## config.mk

```make
export PLATFORM = sky130hd
export DESIGN_NAME = bcdcu_top
export DESIGN_NICKNAME = d
export VERILOG_FILES = /design/src/shared/bcdcu_pkg.sv /design/src/rtl/bcdcu_adjust.sv /design/src/rtl/bcdcu_top.sv
export SDC_FILE = /design/constraint.sdc
export NUM_CORES = 1
export LEC_CHECK = 0
export ABC_AREA = 1
export BUFFER_PORTS_ARGS = -buffer_cell sky130_fd_sc_hd__buf_2
export CORE_MARGIN = 3
export CORE_UTILIZATION = 35
export DETAILED_ROUTE_END_ITERATION = 7
export GPL_ROUTABILITY_DRIVEN = 0
export PLACE_DENSITY = 0.71
export SETUP_SLACK_MARGIN = 0.1
export SLEW_MARGIN = 30
export SYNTH_ARGS = -nofsm -noshare
export SYNTH_HDL_FRONTEND = slang
export SYNTH_SLANG_ARGS = --single-unit
```

## constraint.sdc

```tcl
create_clock -name clk_sys -period 3.2 [get_ports clk_sys]
set_input_delay 0.16 -clock clk_sys [delete_from_list [all_inputs] [get_ports clk_sys]]
set_output_delay 0.16 -clock clk_sys [all_outputs]
set_load 0.1 [all_outputs]
```

## src/shared/bcdcu_pkg.sv

```systemverilog
// Package for the BCD correction unit: register map, field layout, command codes, constants
`default_nettype none
package bcdcu_pkg;
    // Byte offsets on the AXI4-Lite slave (12-bit address window)
    localparam logic [11:0] ADDR_ACC      = 12'h000;
    localparam logic [11:0] ADDR_FLAGS    = 12'h004;
    localparam logic [11:0] ADDR_OPERAND  = 12'h008;
    localparam logic [11:0] ADDR_COMMAND  = 12'h00C;
    localparam logic [11:0] ADDR_ADJUST   = 12'h0FC;
    localparam logic [19:0] ADJUST_CPU_ADDR = 20'hF00FE;
    // Flag register fields
    localparam int FLAG_CARRY_BIT = 0;
    localparam int FLAG_HALF_BIT  = 1;
    // Command register codes
    localparam logic [1:0] CMD_ADD     = 2'h1;
    localparam logic [1:0] CMD_SUB     = 2'h2;
    localparam logic [1:0] CMD_ADD_ADJ = 2'h3;
    localparam logic [1:0] CMD_NONE    = 2'h0;
    // Reset values
    localparam logic [7:0] ACC_RESET   = 8'h00;
    localparam logic [1:0] FLAGS_RESET = 2'h0;
    // Digit correction constants
    localparam logic [3:0] DIGIT_MAX   = 4'h9;
    localparam logic [3:0] DIGIT_FIX   = 4'h6;
    // AXI responses
    localparam logic [1:0] RESP_OKAY   = 2'h0;
    localparam logic [1:0] RESP_SLVERR = 2'h2;
endpackage
`default_nettype wire

```

## src/rtl/bcdcu_adjust.sv

```systemverilog
// Combinational decimal correction value from accumulator and flags
`default_nettype none
module bcdcu_adjust
(
    // Accumulator state
    input  wire logic [7:0] acc,
    input  wire logic       carry,
    input  wire logic       half,
    // Correction value
    output logic      [7:0] adjust
);
    always_comb
    begin
        adjust = 8'h00;
        // Low digit: half carry or digit above nine [RULE15] [RULE4]
        if (half || (acc[3:0] > bcdcu_pkg::DIGIT_MAX))
        begin
            adjust[3:0] = bcdcu_pkg::DIGIT_FIX;
        end
        // High digit: carry or byte above 99H, so a 9 rolled over by the low fix is caught
        // [RULE15] [RULE4] [RULE8]
        if (carry || (acc > {bcdcu_pkg::DIGIT_MAX, bcdcu_pkg::DIGIT_MAX}))
        begin
            adjust[7:4] = bcdcu_pkg::DIGIT_FIX;
        end
    end
endmodule
`default_nettype wire

```

## src/rtl/bcdcu_top.sv

```systemverilog
// BCD correction unit with accumulator ALU behind an AXI4-Lite slave
// Operation
// RULE1: Software loads the augend into the accumulator before the binary add.
// RULE2: Binary add writes the sum to accumulator; correction value follows.
// RULE3: Adding the correction gives the packed BCD sum, decimal carry in carry.
// RULE4: Correction read is derived from accumulator and flags at read time.
// RULE5: Software issues the correcting operation as the very next instruction.
// RULE6: Interrupt handlers save accumulator; flags restored by status word reload.
// RULE7: 99H plus 89H gives 22H, correction 66H, then 88H carry set.
// RULE8: 85H plus 15H gives 9AH, correction 66H, then 00H both flags set.
// RULE9: 80H plus 80H gives 00H carry, correction 60H, then 60H carry.
// RULE10: Binary subtract writes difference to accumulator; correction value follows.
// RULE11: Subtracting the correction gives packed BCD difference, borrow in carry.
// RULE12: 91H minus 52H gives 3FH half set, correction 06H, then 39H.
// RULE13: Correction location is eight bit, read only, undefined after reset.
// RULE14: Software reads the correction only with byte accesses.
// RULE15: Low fix 6 on half carry or digit over 9; high on carry or over 99H.
`default_nettype none
module bcdcu_top
(
    // Clock and reset
    input  wire logic        clk_sys,
    input  wire logic        sys_rst,
    // AXI4-Lite write address
    input  wire logic [11:0] s_axi_awaddr,
    input  wire logic        s_axi_awvalid,
    output logic             s_axi_awready,
    // AXI4-Lite write data
    input  wire logic [31:0] s_axi_wdata,
    input  wire logic [3:0]  s_axi_wstrb,
    input  wire logic        s_axi_wvalid,
    output logic             s_axi_wready,
    // AXI4-Lite write response
    output logic [1:0]       s_axi_bresp,
    output logic             s_axi_bvalid,
    input  wire logic        s_axi_bready,
    // AXI4-Lite read address
    input  wire logic [11:0] s_axi_araddr,
    input  wire logic        s_axi_arvalid,
    output logic             s_axi_arready,
    // AXI4-Lite read data
    output logic [31:0]      s_axi_rdata,
    output logic [1:0]       s_axi_rresp,
    output logic             s_axi_rvalid,
    input  wire logic        s_axi_rready
);
    ////////////////////////////////////////////////////////////////////////////
    // Accumulator state and correction value
    logic [7:0] acc_reg;
    logic [7:0] acc_next;
    logic       carry_reg;
    logic       carry_next;
    logic       half_reg;
    logic       half_next;
    logic [7:0] operand_reg;
    logic [7:0] operand_next;
    logic [7:0] adjust_value;

    bcdcu_adjust u_adjust
    (
        .acc    (acc_reg),
        .carry  (carry_reg),
        .half   (half_reg),
        .adjust (adjust_value)
    );

    // Binary add or subtract of the accumulator with a byte, returning flags
    function automatic logic [9:0] alu_op(input logic [7:0] a, input logic [7:0] b,
                                          input logic sub);
        logic [8:0] full;
        logic [4:0] low;
        full = 9'h000;
        low  = 5'h00;
        if (sub)
        begin
            full = {1'b0, a} - {1'b0, b};
            low  = {1'b0, a[3:0]} - {1'b0, b[3:0]};
        end
        else
        begin
            full = {1'b0, a} + {1'b0, b};
            low  = {1'b0, a[3:0]} + {1'b0, b[3:0]};
        end
        // {carry or borrow, half carry or borrow, result}
        return {full[8], low[4], full[7:0]};
    endfunction

    ////////////////////////////////////////////////////////////////////////////
    // AXI4-Lite slave: both write channels taken together, one write answer outstanding at a time
    logic        awready_reg;
    logic        awready_next;
    logic        wready_reg;
    logic        wready_next;
    logic        bvalid_reg;
    logic        bvalid_next;
    logic [1:0]  bresp_reg;
    logic [1:0]  bresp_next;
    logic        arready_reg;
    logic        arready_next;
    logic        rvalid_reg;
    logic        rvalid_next;
    logic [31:0] rdata_reg;
    logic [31:0] rdata_next;
    logic [1:0]  rresp_reg;
    logic [1:0]  rresp_next;
    logic        wr_fire;
    logic        rd_fire;
    logic [9:0]  alu_res;

    // Write is taken only when address and data are both present
    assign wr_fire = s_axi_awvalid && s_axi_wvalid && !bvalid_reg
                     && !awready_reg && !wready_reg;
    assign rd_fire = s_axi_arvalid && !rvalid_reg && !arready_reg;

    always_comb
    begin
        acc_next     = acc_reg;
        carry_next   = carry_reg;
        half_next    = half_reg;
        operand_next = operand_reg;
        awready_next = 1'b0;
        wready_next  = 1'b0;
        bvalid_next  = bvalid_reg && !s_axi_bready;
        bresp_next   = bresp_reg;
        alu_res      = 10'h000;
        if (wr_fire)
        begin
            awready_next = 1'b1;
            wready_next  = 1'b1;
            bvalid_next  = 1'b1;
            bresp_next   = bcdcu_pkg::RESP_OKAY;
            unique case (s_axi_awaddr)
                bcdcu_pkg::ADDR_ACC:
                begin
                    // Augend loaded by software before the add
                    if (s_axi_wstrb[0])
                    begin
                        acc_next = s_axi_wdata[7:0];
                    end
                end
                bcdcu_pkg::ADDR_FLAGS:
                begin
                    // Flag reload, as a status word restore does
                    if (s_axi_wstrb[0])
                    begin
                        carry_next = s_axi_wdata[bcdcu_pkg::FLAG_CARRY_BIT];
                        half_next  = s_axi_wdata[bcdcu_pkg::FLAG_HALF_BIT];
                    end
                end
                bcdcu_pkg::ADDR_OPERAND:
                begin
                    if (s_axi_wstrb[0])
                    begin
                        operand_next = s_axi_wdata[7:0];
                    end
                end
                bcdcu_pkg::ADDR_COMMAND:
                begin
                    if (s_axi_wstrb[0])
                    begin
                        unique case (s_axi_wdata[1:0])
                            bcdcu_pkg::CMD_ADD:
                            begin
                                // Binary sum and flags stored [RULE2] [RULE7] [RULE8] [RULE9]
                                alu_res = alu_op(acc_reg, operand_reg, 1'b0);
                            end
                            bcdcu_pkg::CMD_SUB:
                            begin
                                // Binary difference and borrows stored [RULE10] [RULE12]
                                alu_res = alu_op(acc_reg, operand_reg, 1'b1);
                            end
                            bcdcu_pkg::CMD_ADD_ADJ:
                            begin
                                // Correcting add yields packed BCD sum [RULE3]
                                alu_res = alu_op(acc_reg, adjust_value, 1'b0);
                                // The decimal carry may come from the binary add alone [RULE7]
                                alu_res[9] = alu_res[9] | carry_reg;
                            end
                            bcdcu_pkg::CMD_NONE:
                            begin
                                // Correcting subtract yields BCD difference [RULE11]
                                alu_res = alu_op(acc_reg, adjust_value, 1'b1);
                                // A borrow of the binary subtract must outlive the fix [RULE11]
                                alu_res[9] = alu_res[9] | carry_reg;
                            end
                        endcase
                        acc_next   = alu_res[7:0];
                        half_next  = alu_res[8];
                        carry_next = alu_res[9];
                    end
                end
                default:
                begin
                    // Correction location is read only [RULE13]
                    bresp_next = bcdcu_pkg::RESP_SLVERR;
                end
            endcase
        end
    end

    always_comb
    begin
        arready_next = 1'b0;
        rvalid_next  = rvalid_reg && !s_axi_rready;
        rdata_next   = rdata_reg;
        rresp_next   = rresp_reg;
        if (rd_fire)
        begin
            arready_next = 1'b1;
            rvalid_next  = 1'b1;
            rresp_next   = bcdcu_pkg::RESP_OKAY;
            rdata_next   = 32'h0000_0000;
            unique case (s_axi_araddr)
                bcdcu_pkg::ADDR_ACC:
                begin
                    rdata_next[7:0] = acc_reg;
                end
                bcdcu_pkg::ADDR_FLAGS:
                begin
                    rdata_next[bcdcu_pkg::FLAG_CARRY_BIT] = carry_reg;
                    rdata_next[bcdcu_pkg::FLAG_HALF_BIT]  = half_reg;
                end
                bcdcu_pkg::ADDR_OPERAND:
                begin
                    rdata_next[7:0] = operand_reg;
                end
                bcdcu_pkg::ADDR_COMMAND:
                begin
                    rdata_next = 32'h0000_0000;
                end
                bcdcu_pkg::ADDR_ADJUST:
                begin
                    // Taken from state at the moment of the read [RULE4] [RULE13]
                    rdata_next[7:0] = adjust_value;
                end
                default:
                begin
                    rresp_next = bcdcu_pkg::RESP_SLVERR;
                end
            endcase
        end
    end

    always_ff @(posedge clk_sys)
    begin
        if (sys_rst)
        begin
            acc_reg     <= bcdcu_pkg::ACC_RESET;
            carry_reg   <= 1'b0;
            half_reg    <= 1'b0;
            operand_reg <= 8'h00;
            awready_reg <= 1'b0;
            wready_reg  <= 1'b0;
            bvalid_reg  <= 1'b0;
            bresp_reg   <= bcdcu_pkg::RESP_OKAY;
            arready_reg <= 1'b0;
            rvalid_reg  <= 1'b0;
            rdata_reg   <= 32'h0000_0000;
            rresp_reg   <= bcdcu_pkg::RESP_OKAY;
        end
        else
        begin
            acc_reg     <= acc_next;
            carry_reg   <= carry_next;
            half_reg    <= half_next;
            operand_reg <= operand_next;
            awready_reg <= awready_next;
            wready_reg  <= wready_next;
            bvalid_reg  <= bvalid_next;
            bresp_reg   <= bresp_next;
            arready_reg <= arready_next;
            rvalid_reg  <= rvalid_next;
            rdata_reg   <= rdata_next;
            rresp_reg   <= rresp_next;
        end
    end

    assign s_axi_awready = awready_reg;
    assign s_axi_wready  = wready_reg;
    assign s_axi_bvalid  = bvalid_reg;
    assign s_axi_bresp   = bresp_reg;
    assign s_axi_arready = arready_reg;
    assign s_axi_rvalid  = rvalid_reg;
    assign s_axi_rdata   = rdata_reg;
    assign s_axi_rresp   = rresp_reg;
endmodule
`default_nettype wire

```

Word-level counts from Yosys, hierarchy flattened
Index checks and enable logic that the tools add are counted.
- output and inout port bits: 41
- bits in registers: 34
- logic and storage cells: 90
- bitwise gates (word level): 2
- reductions and logical operators: 26
- eq/ne operators: 13
- multiplexer cells: 28
- add/sub/neg operators: 8
- $lt $le $gt $ge: 2
- operator list (kind ; number):
    $mux 9 ; 8
    $eq 12x4->1 const B ; 4
    $pmux 10 s4 ; 1
    $eq 12x3->1 const B ; 2
    $logic_not 12->1 ; 2
    $add 8x8->9 ; 2
    $pmux 6 s3 ; 1
    $sub 8x8->9 ; 2
    $mux 8 ; 2
    $pmux 8 s2 ; 1
    $eq 12x8->1 const B ; 1
    $add 4x4->5 ; 2
    $sub 4x4->5 ; 2
    $gt 8x8->1 const B ; 1
    $logic_and 1x1->1 ; 8
    $mux 1 ; 8
    $pmux 2 s4 ; 1
    $reduce_and 4->1 ; 2
    $logic_not 1->1 ; 6
    $mux 3 ; 2
    $ne 2x2->1 const B ; 3
    $reduce_or 5->1 ; 1
    $eq 2x2->1 const B ; 2
    $gt 4x4->1 const B ; 1
    other kinds (9) ; 14

Longest topological paths before layout
Gate-level depths: netlist of the first run.
- word-level depth: 12
- gate-level depth with buffers: 19
- mapped depth without buffers: 19

Modules after synthesis
Synthesis of the first run repeated with hierarchy kept, for this count alone.
- cells, all modules: 542
- area, all modules: 3552.2 µm²
- modules (own cells, without submodules) (module ; times used ; area each (µm²) ; seq. area each (µm²) ; cells each):
    bcdcu_top ; 1 ; 3452.1 ; 640.6 ; 525
    bcdcu_adjust ; 1 ; 100.1 ; 0.0 ; 17

Least setup slack after synthesis of the first run
Ideal clock, no wire load.
- path kind: register -> register
- from: register operand_reg[0]
- to: register acc_reg[7]
- stages on the path, launching flop included: 19
- arrival time: 2.099 ns
- path buffers: 0
- path slack: 0.982 ns
- period minus slack after synthesis: 2.218 ns
- path through: dfxtp_1 inv_1 ha_1 nand3_1 nor2_1 nand2_1 nand2_1 xor2_1 inv_1 ha_1 a21o_1 nor2_1 nand2_1 nand2_1 nand3_1 nand2_1 clkinv_1 nand2_1 a21oi_1
- word-level cells in the longest chain between the ends: 4
- elaborated cells between the ends (all ways): 5
- classes of those cells: add/sub (2); mux (3)
- ends and longest elaborated chain (item ; RTL line ; source):
    from (decl) ; bcdcu_top.sv:55 ; logic [7:0] operand_reg;
    from (signal assigned) ; bcdcu_top.sv:266 ; operand_reg <= operand_next;
    $sub 8x8->9 / $add 8x8->9 (equally long branches) ; -- ;
    $pmux 10 s4 * ; bcdcu_top.sv:161 ; unique case (s_axi_wdata[1:0])
    $mux 8 * ; bcdcu_top.sv:159 ; if (s_axi_wstrb[0])
    $pmux 8 s2 * ; bcdcu_top.sv:132 ; unique case (s_axi_awaddr)
    to (signal assigned) ; bcdcu_top.sv:248 ; acc_reg <= bcdcu_pkg::ACC_RESET;
    to (signal assigned) ; bcdcu_top.sv:263 ; acc_reg <= acc_next;
    to (decl) ; bcdcu_top.sv:49 ; logic [7:0] acc_reg;
Mark *: on every way between the ends. The rest lies on a longest branch, timed or not. The select of a mux whose other input is x is not followed.
A chain may end at the register's enable or synchronous reset.

Worst setup path in the final report of the first run
Ends and elaborated chain as after synthesis.

==> results.md, run 1 <==
- Crit path time final: 2.61 ns
- Crit path launch: operand_reg[0]$_SDFFE_PP0P_
- Unrepaired setup endpoints after global routing: no
- Setup crit end: acc_reg[7]$_SDFFE_PP0P_
- Seq pwr share: 0.358
- Number of I/O pins: around 110
- Clock slew at reported path FFs: 0.08 ns
- Req. time, crit path: 3.39 ns
- Comb pwr share: 0.251
- Area share of the largest cell type after synthesis: 0.198
- CP max-delay cell: dfxtp_1
- Largest net degree at the start of global routing: 18
- Pleak: 1.77 nW
- DRT iter0 DRCs: 304
- Full die area: between 10000 and 15000 µm²
- Synth Area in XOR/XNOR: 0.0244
- Core footprint: a little under 9000 µm²
- Reg2Reg Setup Slack: approximately 0.59 ns
- Clk_skew: between 0.01 and 0.015 ns
- TNS Setup: 0 ns
- Post-Synth Simple-Gate Area: 0.317
- Flops & latches, synth: 32
- CTS sink cnt: 32
- Clock buffer depth: 2
- Switch share: 0.365
- # hold bufs at CTS: 0
- CP most frequent cell: nand2_1
- FF-to-FF End: acc_reg[7]$_SDFFE_PP0P_
- Vias: 3430
- Final Hold Fails: 0
- Mux cell area share after synthesis: 0
- Post-Syn Area per Cell: about 6.3 µm²
- Crit path max fanout: 5
- Die X: ~100 µm
- FFs w/ async S/R, synth: 0
- Worst slew margin: 0.639
- Synth top area cells: dfxtp_1, nand2_1, ha_1, inv_1, a21oi_1
- Post-synth EDFFs: 0
- Postcts setup bufs: 0
- Grt ovf: 0
- Clock Root Buffer: clkbuf_8
- Synthesized instance count: around 510
- Clock power frac: 0.391
- Fill cell count: ~950
- Max Slew Vio Count: 0
- DP HPWL: slightly above 7 mm
- Worst Tran Pin Value: between 0.5 and 0.6 ns
- GR Util met1: 0.224
- Synth warn: 0
- Placed cell area: 3490 µm²
- Yosys top cell by area: dfxtp_1
- Int Pwr: ~720 µW
- Crit-path cells: inv_1, ha_1, nand3_1, nor2_1, nand2_1, nand2_1, xor2_1, inv_1, ha_1, a21o_1, nor2_1, nand2_1, nand2_1, nand3_1, nand2_1, clkinv_1, nand2_1, a21oi_1
- DRC Markers: 0
- Design area: between 3000 and 4000 µm²
- Synth Area in Compound Gates: 0.178
- Combinational family with the most area after synthesis: simple AND/OR/NAND/NOR gates
- CTS Buf Count: 5
- Share of post-route cells with drive strength above 1: 0.144
- GR Util met2: 0.263
- CTS tree: built
- Post-cts resize count: 0
- Port buffer count: 54
- FP Rows: 34
- Setup CP Type: flop to flop
- GR Layer Usage met3: 0.0294
- Maximum vdd drop: between 0.15 and 0.2 mV
- Die Height: just over 100 µm
- Area grow syn2layout: 11.8%
- Final nets: about 660
- Startpoint class of the critical path: flop
- Switching pwr: approximately 410 µW
- CP peak stage delay: roughly 0.34 ns
- Cells on worst reg2reg path: 18
- Synth cell types: 42
- Hold WC Path Type: primary input to flop
- GR Util All Layers: 0.164
- Initial antenna violation count: 0
- Mapped cell area: roughly 3200 µm²
- Max Cap Viol: 0
- Power Density: between 300 and 400 nW/µm²
- Post-route ant nets: 0
- ANT cells: 0
- Final wirelength: 8.80 mm
- Worst-Skew Late Latency: approximately 0.29 ns
- Maximum operating frequency: roughly 380 MHz
- Worst Hold Depth: 4
- Wire per inst: 13.1 µm
- Most used flip-flop cell after synthesis: dfxtp_1
- Final setup viols: 0
- Fin crit share: 0.815
- Clock H-tree levels: 2
- Most common cell in the netlist: nand2_1
- Worst r2r src: operand_reg[0]$_SDFFE_PP0P_
- GRT busiest layer: met2
- Post-synthesis sequential area ratio: 0.198
- Starting Density: 0.366
- First-pass GRT wire length: ~14 mm
- Status: finished, final reports clean
- Vias in the first global route: about 3000
- Routed vias/inst: a little over 5
- Crit. End Element: flop
- Synth Area in Adders: 0.119
- Synth cell count leaders: nand2_1, inv_1, a21oi_1
- DR pass1 iterations: 6
- Arrival time at the worst endpoint: ~2.8 ns
## logic make-up (layout without fill, tap and decap cells)
| kind of cell | count (synthesis) | in the layout |
|---|---|---|
| xor+xnor | 9 | 9 |
| flops | 32 | 32 |
| simple gates | 228 | 228 |
| fa+ha+maj | 29 | 29 |
| buf+inv | 109 | 135 |
| compound gates | 105 | 105 |
| other cells | 1 | 26 |
## worst max-delay path: cells and delay by family, from the launching register on
family / cells / cell delay [ns]
xor gates and xnor gates: 1 / 0.22
AOI/OAI and AO/OA: 2 / 0.26
DFF: 1 / 0.34
and+or+nand+nor: 10 / 0.89
buffers and inverters: 3 / 0.26
adders and majority gates: 2 / 0.54
## cell type report
class                      count  area [µm²]  share of cell area
tap                          108         135              0.0373
inverter                      71         268              0.0740
sequential                    32         641               0.177
multi-input combinational    397        2160               0.598
clock inverter                 1        30.0             0.00830
timing repair buffer          56         285              0.0788
clock buffer                   7        96.3              0.0266
## per-stage QoR
stage           util  power (mW)  setup WS [ns]  cells  hold slack (ns)
2_1_floorplan      -       0.676          0.982    538            0.323
3_3_place_gp   0.395       0.696          0.622    664            0.410
3_5_place_dp   0.395       0.699          0.596    664            0.420
4_1_cts        0.409        1.14          0.586    672            0.111
5_1_grt        0.409        1.17          0.267    672            0.119
6_report       0.409        1.13          0.592    672            0.106
## cell usage in the layout (no fill, tap or decap), types with 3 or more instances in the layout
cell type / instances
o22ai_1: 4
inv_1: 62
o211ai_1: 8
clkinv_1: 5
ha_1: 26
xor2_1: 8
conb_1: 26
o21ai_0: 33
nor2_1: 42
nand4_1: 6
nor3_1: 8
inv_2: 3
fa_1: 3
nand3_1: 40
nand2_1: 115
buf_2: 54
nand3b_1: 3
a21oi_1: 45
o21ai_1: 5
clkbuf_8: 7
dfxtp_1: 32
## power by group through the flow
stage                     Sequential (mW)  Combinational, mW  Clock [mW]
after floorplan                     0.453              0.224           0
after global placement              0.415              0.281           0
after detailed placement            0.416              0.283           0
after CTS                           0.407              0.284       0.447
after global routing                0.407              0.303       0.465
final                               0.407              0.285       0.443
## worst min path at each step
stage                             from                       to  slack, ns
after CTS                 s_axi_rready  s_axi_rvalid$_SDFF_PP0_       0.11
after detailed placement  s_axi_rready  s_axi_rvalid$_SDFF_PP0_       0.42
after global routing      s_axi_rready  s_axi_rvalid$_SDFF_PP0_       0.12
after floorplan           s_axi_bready  s_axi_bvalid$_SDFF_PP0_       0.32
final                     s_axi_rready  s_axi_rvalid$_SDFF_PP0_       0.11
after global placement    s_axi_rready  s_axi_rvalid$_SDFF_PP0_       0.41
## per-layer routing
layer	part of all wire	wire length [µm]
met1	0.44	3850
met2	0.44	3900
met3	0.096	843
met4	0.023	203
met5	0	0
No activity file was read; power rests on OpenSTA's default activity.
==> run 2: changes to the inputs <==
--- a/config.mk
+++ b/config.mk
@@ -11,7 +11,7 @@
 export CORE_UTILIZATION = 35
 export DETAILED_ROUTE_END_ITERATION = 7
 export GPL_ROUTABILITY_DRIVEN = 0
-export PLACE_DENSITY = 0.71
+export PLACE_DENSITY = 0.73
 export SETUP_SLACK_MARGIN = 0.1
 export SLEW_MARGIN = 30
 export SYNTH_ARGS = -nofsm -noshare
==> constraint.sdc (replaced) <==
create_clock -name clk_sys -period 2.1 [get_ports clk_sys]
set_input_delay 0.105 -clock clk_sys [delete_from_list [all_inputs] [get_ports clk_sys]]
set_output_delay 0.105 -clock clk_sys [all_outputs]
set_load 0.1 [all_outputs]
==> results.md, run 2 (synthesized netlist as in run 1, its figures left out) <==
- Die X: 102 µm
- Final nets: 704
- Crit path time final: around 2.2 ns
- Maximum operating frequency: between 400 and 500 MHz
- Crit path max fanout: 4
- Worst Hold Depth: 4
- Crit. End Element: flop
- Placed cell area: 3810 µm²
- Number of I/O pins: about 110
- Full die area: between 10000 and 15000 µm²
- Routed vias/inst: about 5.2
- Clk_skew: about 0.0064 ns
- Maximum vdd drop: between 0.15 and 0.2 mV
- Worst slew margin: 0.627
- Vias in the first global route: 3342
- Setup CP Type: flop to flop
- Clock buffer depth: 2
- Design area: about 4300 µm²
- Core footprint: 8850 µm²
- Worst hold slack: roughly 0.065 ns
- Final wirelength: about 10 mm
- Hold WC Path Type: primary input to flop
- DP HPWL: ~7.8 mm
- Max Slew Vio Count: 0
- Comb pwr share: 0.291
- Initial antenna violation count: 0
- CTS sink cnt: 32
- DRT iter0 DRCs: between 300 and 400
- Worst-Skew Late Latency: between 0.2 and 0.3 ns
- Startpoint class of the critical path: flop
- Status: finished with violations
- Max Cap Viol: 0
- CP most frequent cell: nand2_1
- Port buffer count: 54
- CTS tree: built
- Crit-path cells: inv_4, ha_4, nand3_4, buf_4, nand2_4, xor2_2, inv_2, ha_4, nand2_2, buf_4, nor2_2, nand2_1, nand2_1, nand2_1, nand3_1, nand2_1, nand2_1, a21oi_1
- Final worst setup slack: -0.136 ns
- Post-route ant nets: 0
- Area grow syn2layout: 31.3%
- Fin crit share: 1.06
- Req. time, crit path: approximately 2.3 ns
- Die Height: 102 µm
- Clock power frac: 0.320
- CP peak stage delay: 0.37 ns
- Switching pwr: between 600 and 700 µW
- Pleak: around 2 nW
- Final Hold Fails: 0
- Cells on worst reg2reg path: 18
- GR Util All Layers: 0.186
- DRC Markers: 0
- Failing checks: negative setup slack
- Power Density: 373 nW/µm²
- Int Pwr: approximately 950 µW
- Arrival time at the worst endpoint: ~2.4 ns
- FP Rows: 34
- Final setup viols: 5
- Clock Root Buffer: clkbuf_8
- Switch share: 0.400
- First-pass GRT wire length: about 16 mm
- Unrepaired setup endpoints after global routing: yes
- # hold bufs at CTS: 0
- CTS Buf Count: 5
- ANT cells: 0
- Wire per inst: 14.1 µm
- Vias: roughly 3700
- Share of post-route cells with drive strength above 1: 0.305
- Seq pwr share: 0.389
- Starting Density: 0.366
- DR pass1 iterations: 6
- Most frequent cells in the layout: nand2_1, inv_1, buf_2, buf_4, nor2_1
- Largest net degree at the start of global routing: 18
- CP max-delay cell: dfxtp_4
- Clock slew at reported path FFs: 0.07 ns
- Clock H-tree levels: 2
- Worst Tran Pin Value: approximately 0.56 ns
- Commonest non-fill, non-tap cell in the layout: nand2_1
- Grt ovf: 0
[run 2: cell types whose count changed in the layout (fill, tap and decap cells not counted), moves of 6 or more]
cell / before / now
nand2_2: 1 / 8
ha_1: 26 / 19
inv_1: 62 / 56
a21oi_1: 45 / 35
nand3_1: 40 / 34
nor2_1: 42 / 36
a21oi_2: 0 / 9
nand2_1: 115 / 106
ha_4: 0 / 7
buf_4: 2 / 44
[run 2: path summary, 6_finish.rpt]
check / from / to / slack, ns
worst max-delay path: operand_reg[1]$_SDFFE_PP0P_ / carry_reg$_SDFFE_PP0P_ / -0.14
worst min-delay path: s_axi_rready / s_axi_rvalid$_SDFF_PP0_ / 0.06
worst max register to register: operand_reg[1]$_SDFFE_PP0P_ / carry_reg$_SDFFE_PP0P_ / -0.14
worst min register to register: s_axi_rdata[4]$_SDFFE_PP0P_ / s_axi_rdata[4]$_SDFFE_PP0P_ / 0.46
[run 2: power groups by stage]
stage          logic [mW]  clock network (mW)  registers, mW
4_1_cts             0.449               0.513          0.617
2_1_floorplan       0.341                   0          0.690
6_report            0.462               0.508          0.617
3_3_place_gp        0.442                   0          0.633
3_5_place_dp        0.447                   0          0.633
5_1_grt             0.489               0.545          0.617
[run 2: metal layers]
metal,part of all wire,global-route usage
met3,0.075,0.0287
met4,0.026,0.0636
met2,0.48,0.294
met1,0.42,0.259
met5,0,0
[run 2: layout make-up]
class,instances,area [µm²]
Fill cell,879,4600
Multi-Input combinational cell,397,2450
Sequential cell,32,652
Timing Repair Buffer,101,638
Inverter,71,278
Tap cell,108,135
Clock buffer,6,82.6
Clock inverter,2,10.0
[run 2: metrics by stage]
step | worst slack (ns) | utilization | cells | TNS (ns) | total power, mW
2_1_floorplan | 0.0551 | - | 538 | 0 | 1.03
3_3_place_gp | -0.113 | 0.431 | 700 | -0.440 | 1.07
3_5_place_dp | -0.175 | 0.431 | 700 | -0.840 | 1.08
4_1_cts | -0.0869 | 0.456 | 713 | -0.277 | 1.58
5_1_grt | -0.307 | 0.480 | 717 | -1.35 | 1.65
6_report | -0.136 | 0.480 | 717 | -0.500 | 1.59
[run 2: timing repair]
action | 4_1_cts | 5_1_grt
pin swaps | 17 | 24
buffers inserted | 5 | 4
setup endpoints to repair | 9 | 8
resized for setup | 23 | 47
[run 2: critical path, delay by kind of cell (launching register included)]
kind                     cells  cell delay, ns
AO/OA/AOI/OAI                1            0.06
XOR/XNOR                     1            0.17
adder cells (fa/ha/maj)      2            0.43
buffers and inverters        4            0.43
flip-flops                   1            0.37
AND/OR/NAND/NOR             10            0.66
==> run 3: changes to the inputs <==
--- a/config.mk
+++ b/config.mk
@@ -11,7 +11,7 @@
 export CORE_UTILIZATION = 35
 export DETAILED_ROUTE_END_ITERATION = 7
 export GPL_ROUTABILITY_DRIVEN = 0
-export PLACE_DENSITY = 0.73
+export PLACE_DENSITY = 0.71
 export SETUP_SLACK_MARGIN = 0.1
 export SLEW_MARGIN = 30
 export SYNTH_ARGS = -nofsm -noshare
==> constraint.sdc (replaced) <==
create_clock -name clk_sys -period 2.3 [get_ports clk_sys]
set_input_delay 0.115 -clock clk_sys [delete_from_list [all_inputs] [get_ports clk_sys]]
set_output_delay 0.115 -clock clk_sys [all_outputs]
set_load 0.1 [all_outputs]
==> results.md, run 3 (synthesized netlist as in run 1, its figures left out) <==
- Final setup viols: 0
- CP max-delay cell: dfxtp_4
- Clock buffer depth: 2
- Wire per inst: between 10 and 15 µm
- Area of the multi-input gates: 2290 µm²
- Initial antenna violation count: 0
- GR Util All Layers: 0.179
- Worst Hold Depth: 4
- Core footprint: 8850 µm²
- First-pass GRT wire length: between 10 and 15 mm
- Crit-path cells: nor3_4, nand2_2, o21ai_2, xor2_1, ha_1, a21oi_2, o21a_1, nand2_1, nand2_1, nand3_1, nand2_1, nand2_1, a21oi_1
- CP peak stage delay: 0.37 ns
- Final nets: around 690
- Sum of buffers and inverters on the critical path: 0
- Crit path max fanout: 3
- DRT iter0 DRCs: between 200 and 250
- Final Hold Fails: 0
- Reg area: approximately 650 µm²
- Hold path endpoint: s_axi_rvalid$_SDFF_PP0_
- Port buffer count: 54
- DP HPWL: about 7.4 mm
- DR pass1 iterations: 5
- Largest net degree at the start of global routing: 18
- Worst r2r src: operand_reg[0]$_SDFFE_PP0P_
- CP most frequent cell: nand2_1
- Final worst setup slack: between 0.009 and 0.01 ns
- Max Slew Vio Count: 0
- CP delay by family, top: simple AND/OR/NAND/NOR gates
- Pre-CTS WS: -0.113 ns
- Worst slew margin: 0.632
- # placed instances: slightly below 700
- Maximum operating frequency: 437 MHz
- CTS tree: built
- Setup CP Type: flop to flop
- Clock H-tree levels: 2
- Power Total: 1.44 mW
- Finished Core Util: 0.449
- DRC Markers: 0
- Worst hold slack: roughly 0.07 ns
- Req. time, crit path: between 2 and 3 ns
- Unrepaired setup endpoints after global routing: yes
- Fill cell count: 901
- Crit. End Element: flop
- Reg2Reg Setup Slack: 0.01 ns
- Most frequent cells in the layout: nand2_1, inv_1, buf_2
- Share of post-route cells with drive strength above 1: 0.240
- Area grow syn2layout: 22.7%
- Worst Tran Pin Value: roughly 0.55 ns
- Hold WC Path Type: primary input to flop
- CTS sink cnt: 32
- Routed vias/inst: slightly above 5
- Grt ovf: 0
- Arrival time at the worst endpoint: between 2 and 3 ns
- Die X: roughly 100 µm
- FF-to-FF End: carry_reg$_SDFFE_PP0P_
- Die Height: approximately 100 µm
- Number of I/O pins: 108
- Hold path start: s_axi_rready
- Full die area: ~10000 µm²
- ANT cells: 0
- Vias: around 3600
- Power Density: between 300 and 400 nW/µm²
- Startpoint class of the critical path: flop
- Cells on worst reg2reg path: 13
- Starting Density: 0.366
- # hold bufs at CTS: 0
- Clock Root Buffer: clkbuf_8
- Post-route ant nets: 0
- Worst-Skew Late Latency: approximately 0.29 ns
- Crit path time final: about 2.3 ns
- Fin crit share: 0.996
- Fin cells: 704
- Max Cap Viol: 0
- FP Rows: 34
- Clock slew at reported path FFs: approximately 0.07 ns
- Clk_skew: ~0.0086 ns
- Pleak: a little under 2 nW
- Commonest non-fill, non-tap cell in the layout: nand2_1
- Final wirelength: approximately 9.4 mm
- Vias in the first global route: around 3300
- Maximum vdd drop: approximately 0.19 mV
- CTS Buf Count: 5
- Status: finished, final reports clean
[run 3: cell count changes in the layout (fill, tap and decap cells not counted), moves of 3 or more]
| cell | before | now |
|---|---|---|
| buf_4 | 44 | 34 |
| a21oi_2 | 9 | 6 |
| nand2_1 | 106 | 109 |
| nor2_2 | 7 | 4 |
| nor2_1 | 36 | 39 |
| inv_1 | 56 | 59 |
| ha_1 | 19 | 22 |
| ha_4 | 7 | 4 |
| nand3_1 | 34 | 39 |
| a21oi_1 | 35 | 39 |
| inv_2 | 8 | 5 |
| nand3_2 | 7 | 2 |
[run 3: power breakdown]
| group | internal, mW | switching (mW) |
|---|---|---|
| logic | 0.0672 | 0.342 |
| registers | 0.559 | 0.00478 |
| clock network | 0.239 | 0.226 |
[run 3: how the worst max path moves through the flow]
| stage | startpoint | endpoint | slack, ns | depth (start not counted) |
|---|---|---|---|---|
| 2_1_floorplan | operand_reg[0]$_SDFFE_PP0P_ | acc_reg[7]$_SDFFE_PP0P_ | 0.10 | 18 |
| 3_3_place_gp | operand_reg[0]$_SDFFE_PP0P_ | acc_reg[7]$_SDFFE_PP0P_ | -0.09 | 18 |
| 3_5_place_dp | operand_reg[0]$_SDFFE_PP0P_ | acc_reg[6]$_SDFFE_PP0P_ | -0.11 | 14 |
| 4_1_cts | operand_reg[0]$_SDFFE_PP0P_ | acc_reg[7]$_SDFFE_PP0P_ | 0.08 | 18 |
| 5_1_grt | operand_reg[1]$_SDFFE_PP0P_ | acc_reg[7]$_SDFFE_PP0P_ | -0.15 | 19 |
| 6_report | operand_reg[0]$_SDFFE_PP0P_ | carry_reg$_SDFFE_PP0P_ | 0.01 | 13 |
[run 3: stage by stage]
step           area [µm²]  TNS [ns]
2_1_floorplan        3330         0
3_3_place_gp         3700    -0.160
3_5_place_dp         3700    -0.372
4_1_cts              3930         0
5_1_grt              3970    -0.538
6_report             3970         0
[run 3: what timing repair did]
item                                    4_1_cts  5_1_grt
endpoints found under the setup margin        6        7
setup buffers                                 2        2
cloned                                        0        0
pin swaps                                    11       15
resized for setup                            26       13
[run 3: metal layers]
metal	routed length, µm	GRT usage	vias to the layer above
met3	716	0.0314	19
li1	-	-	1795
met5	0	0	-
met4	153	0.0595	0
met1	4200	0.246	1631
met2	4330	0.285	145
[run 3: cell type report]
class,instances,area share
multi-input cells,397,0.578
flip-flops and latches,32,0.164
repair buffers,88,0.132
inverters,71,0.0687
well taps,108,0.0340
clock buffers,6,0.0208
clock inverters,2,0.00252
[run 3: worst min-delay path, cell delays in order]
cell,delay [ns]
buf_2,0.07
inv_1,0.03
nand2_1,0.04
a21oi_1,0.05
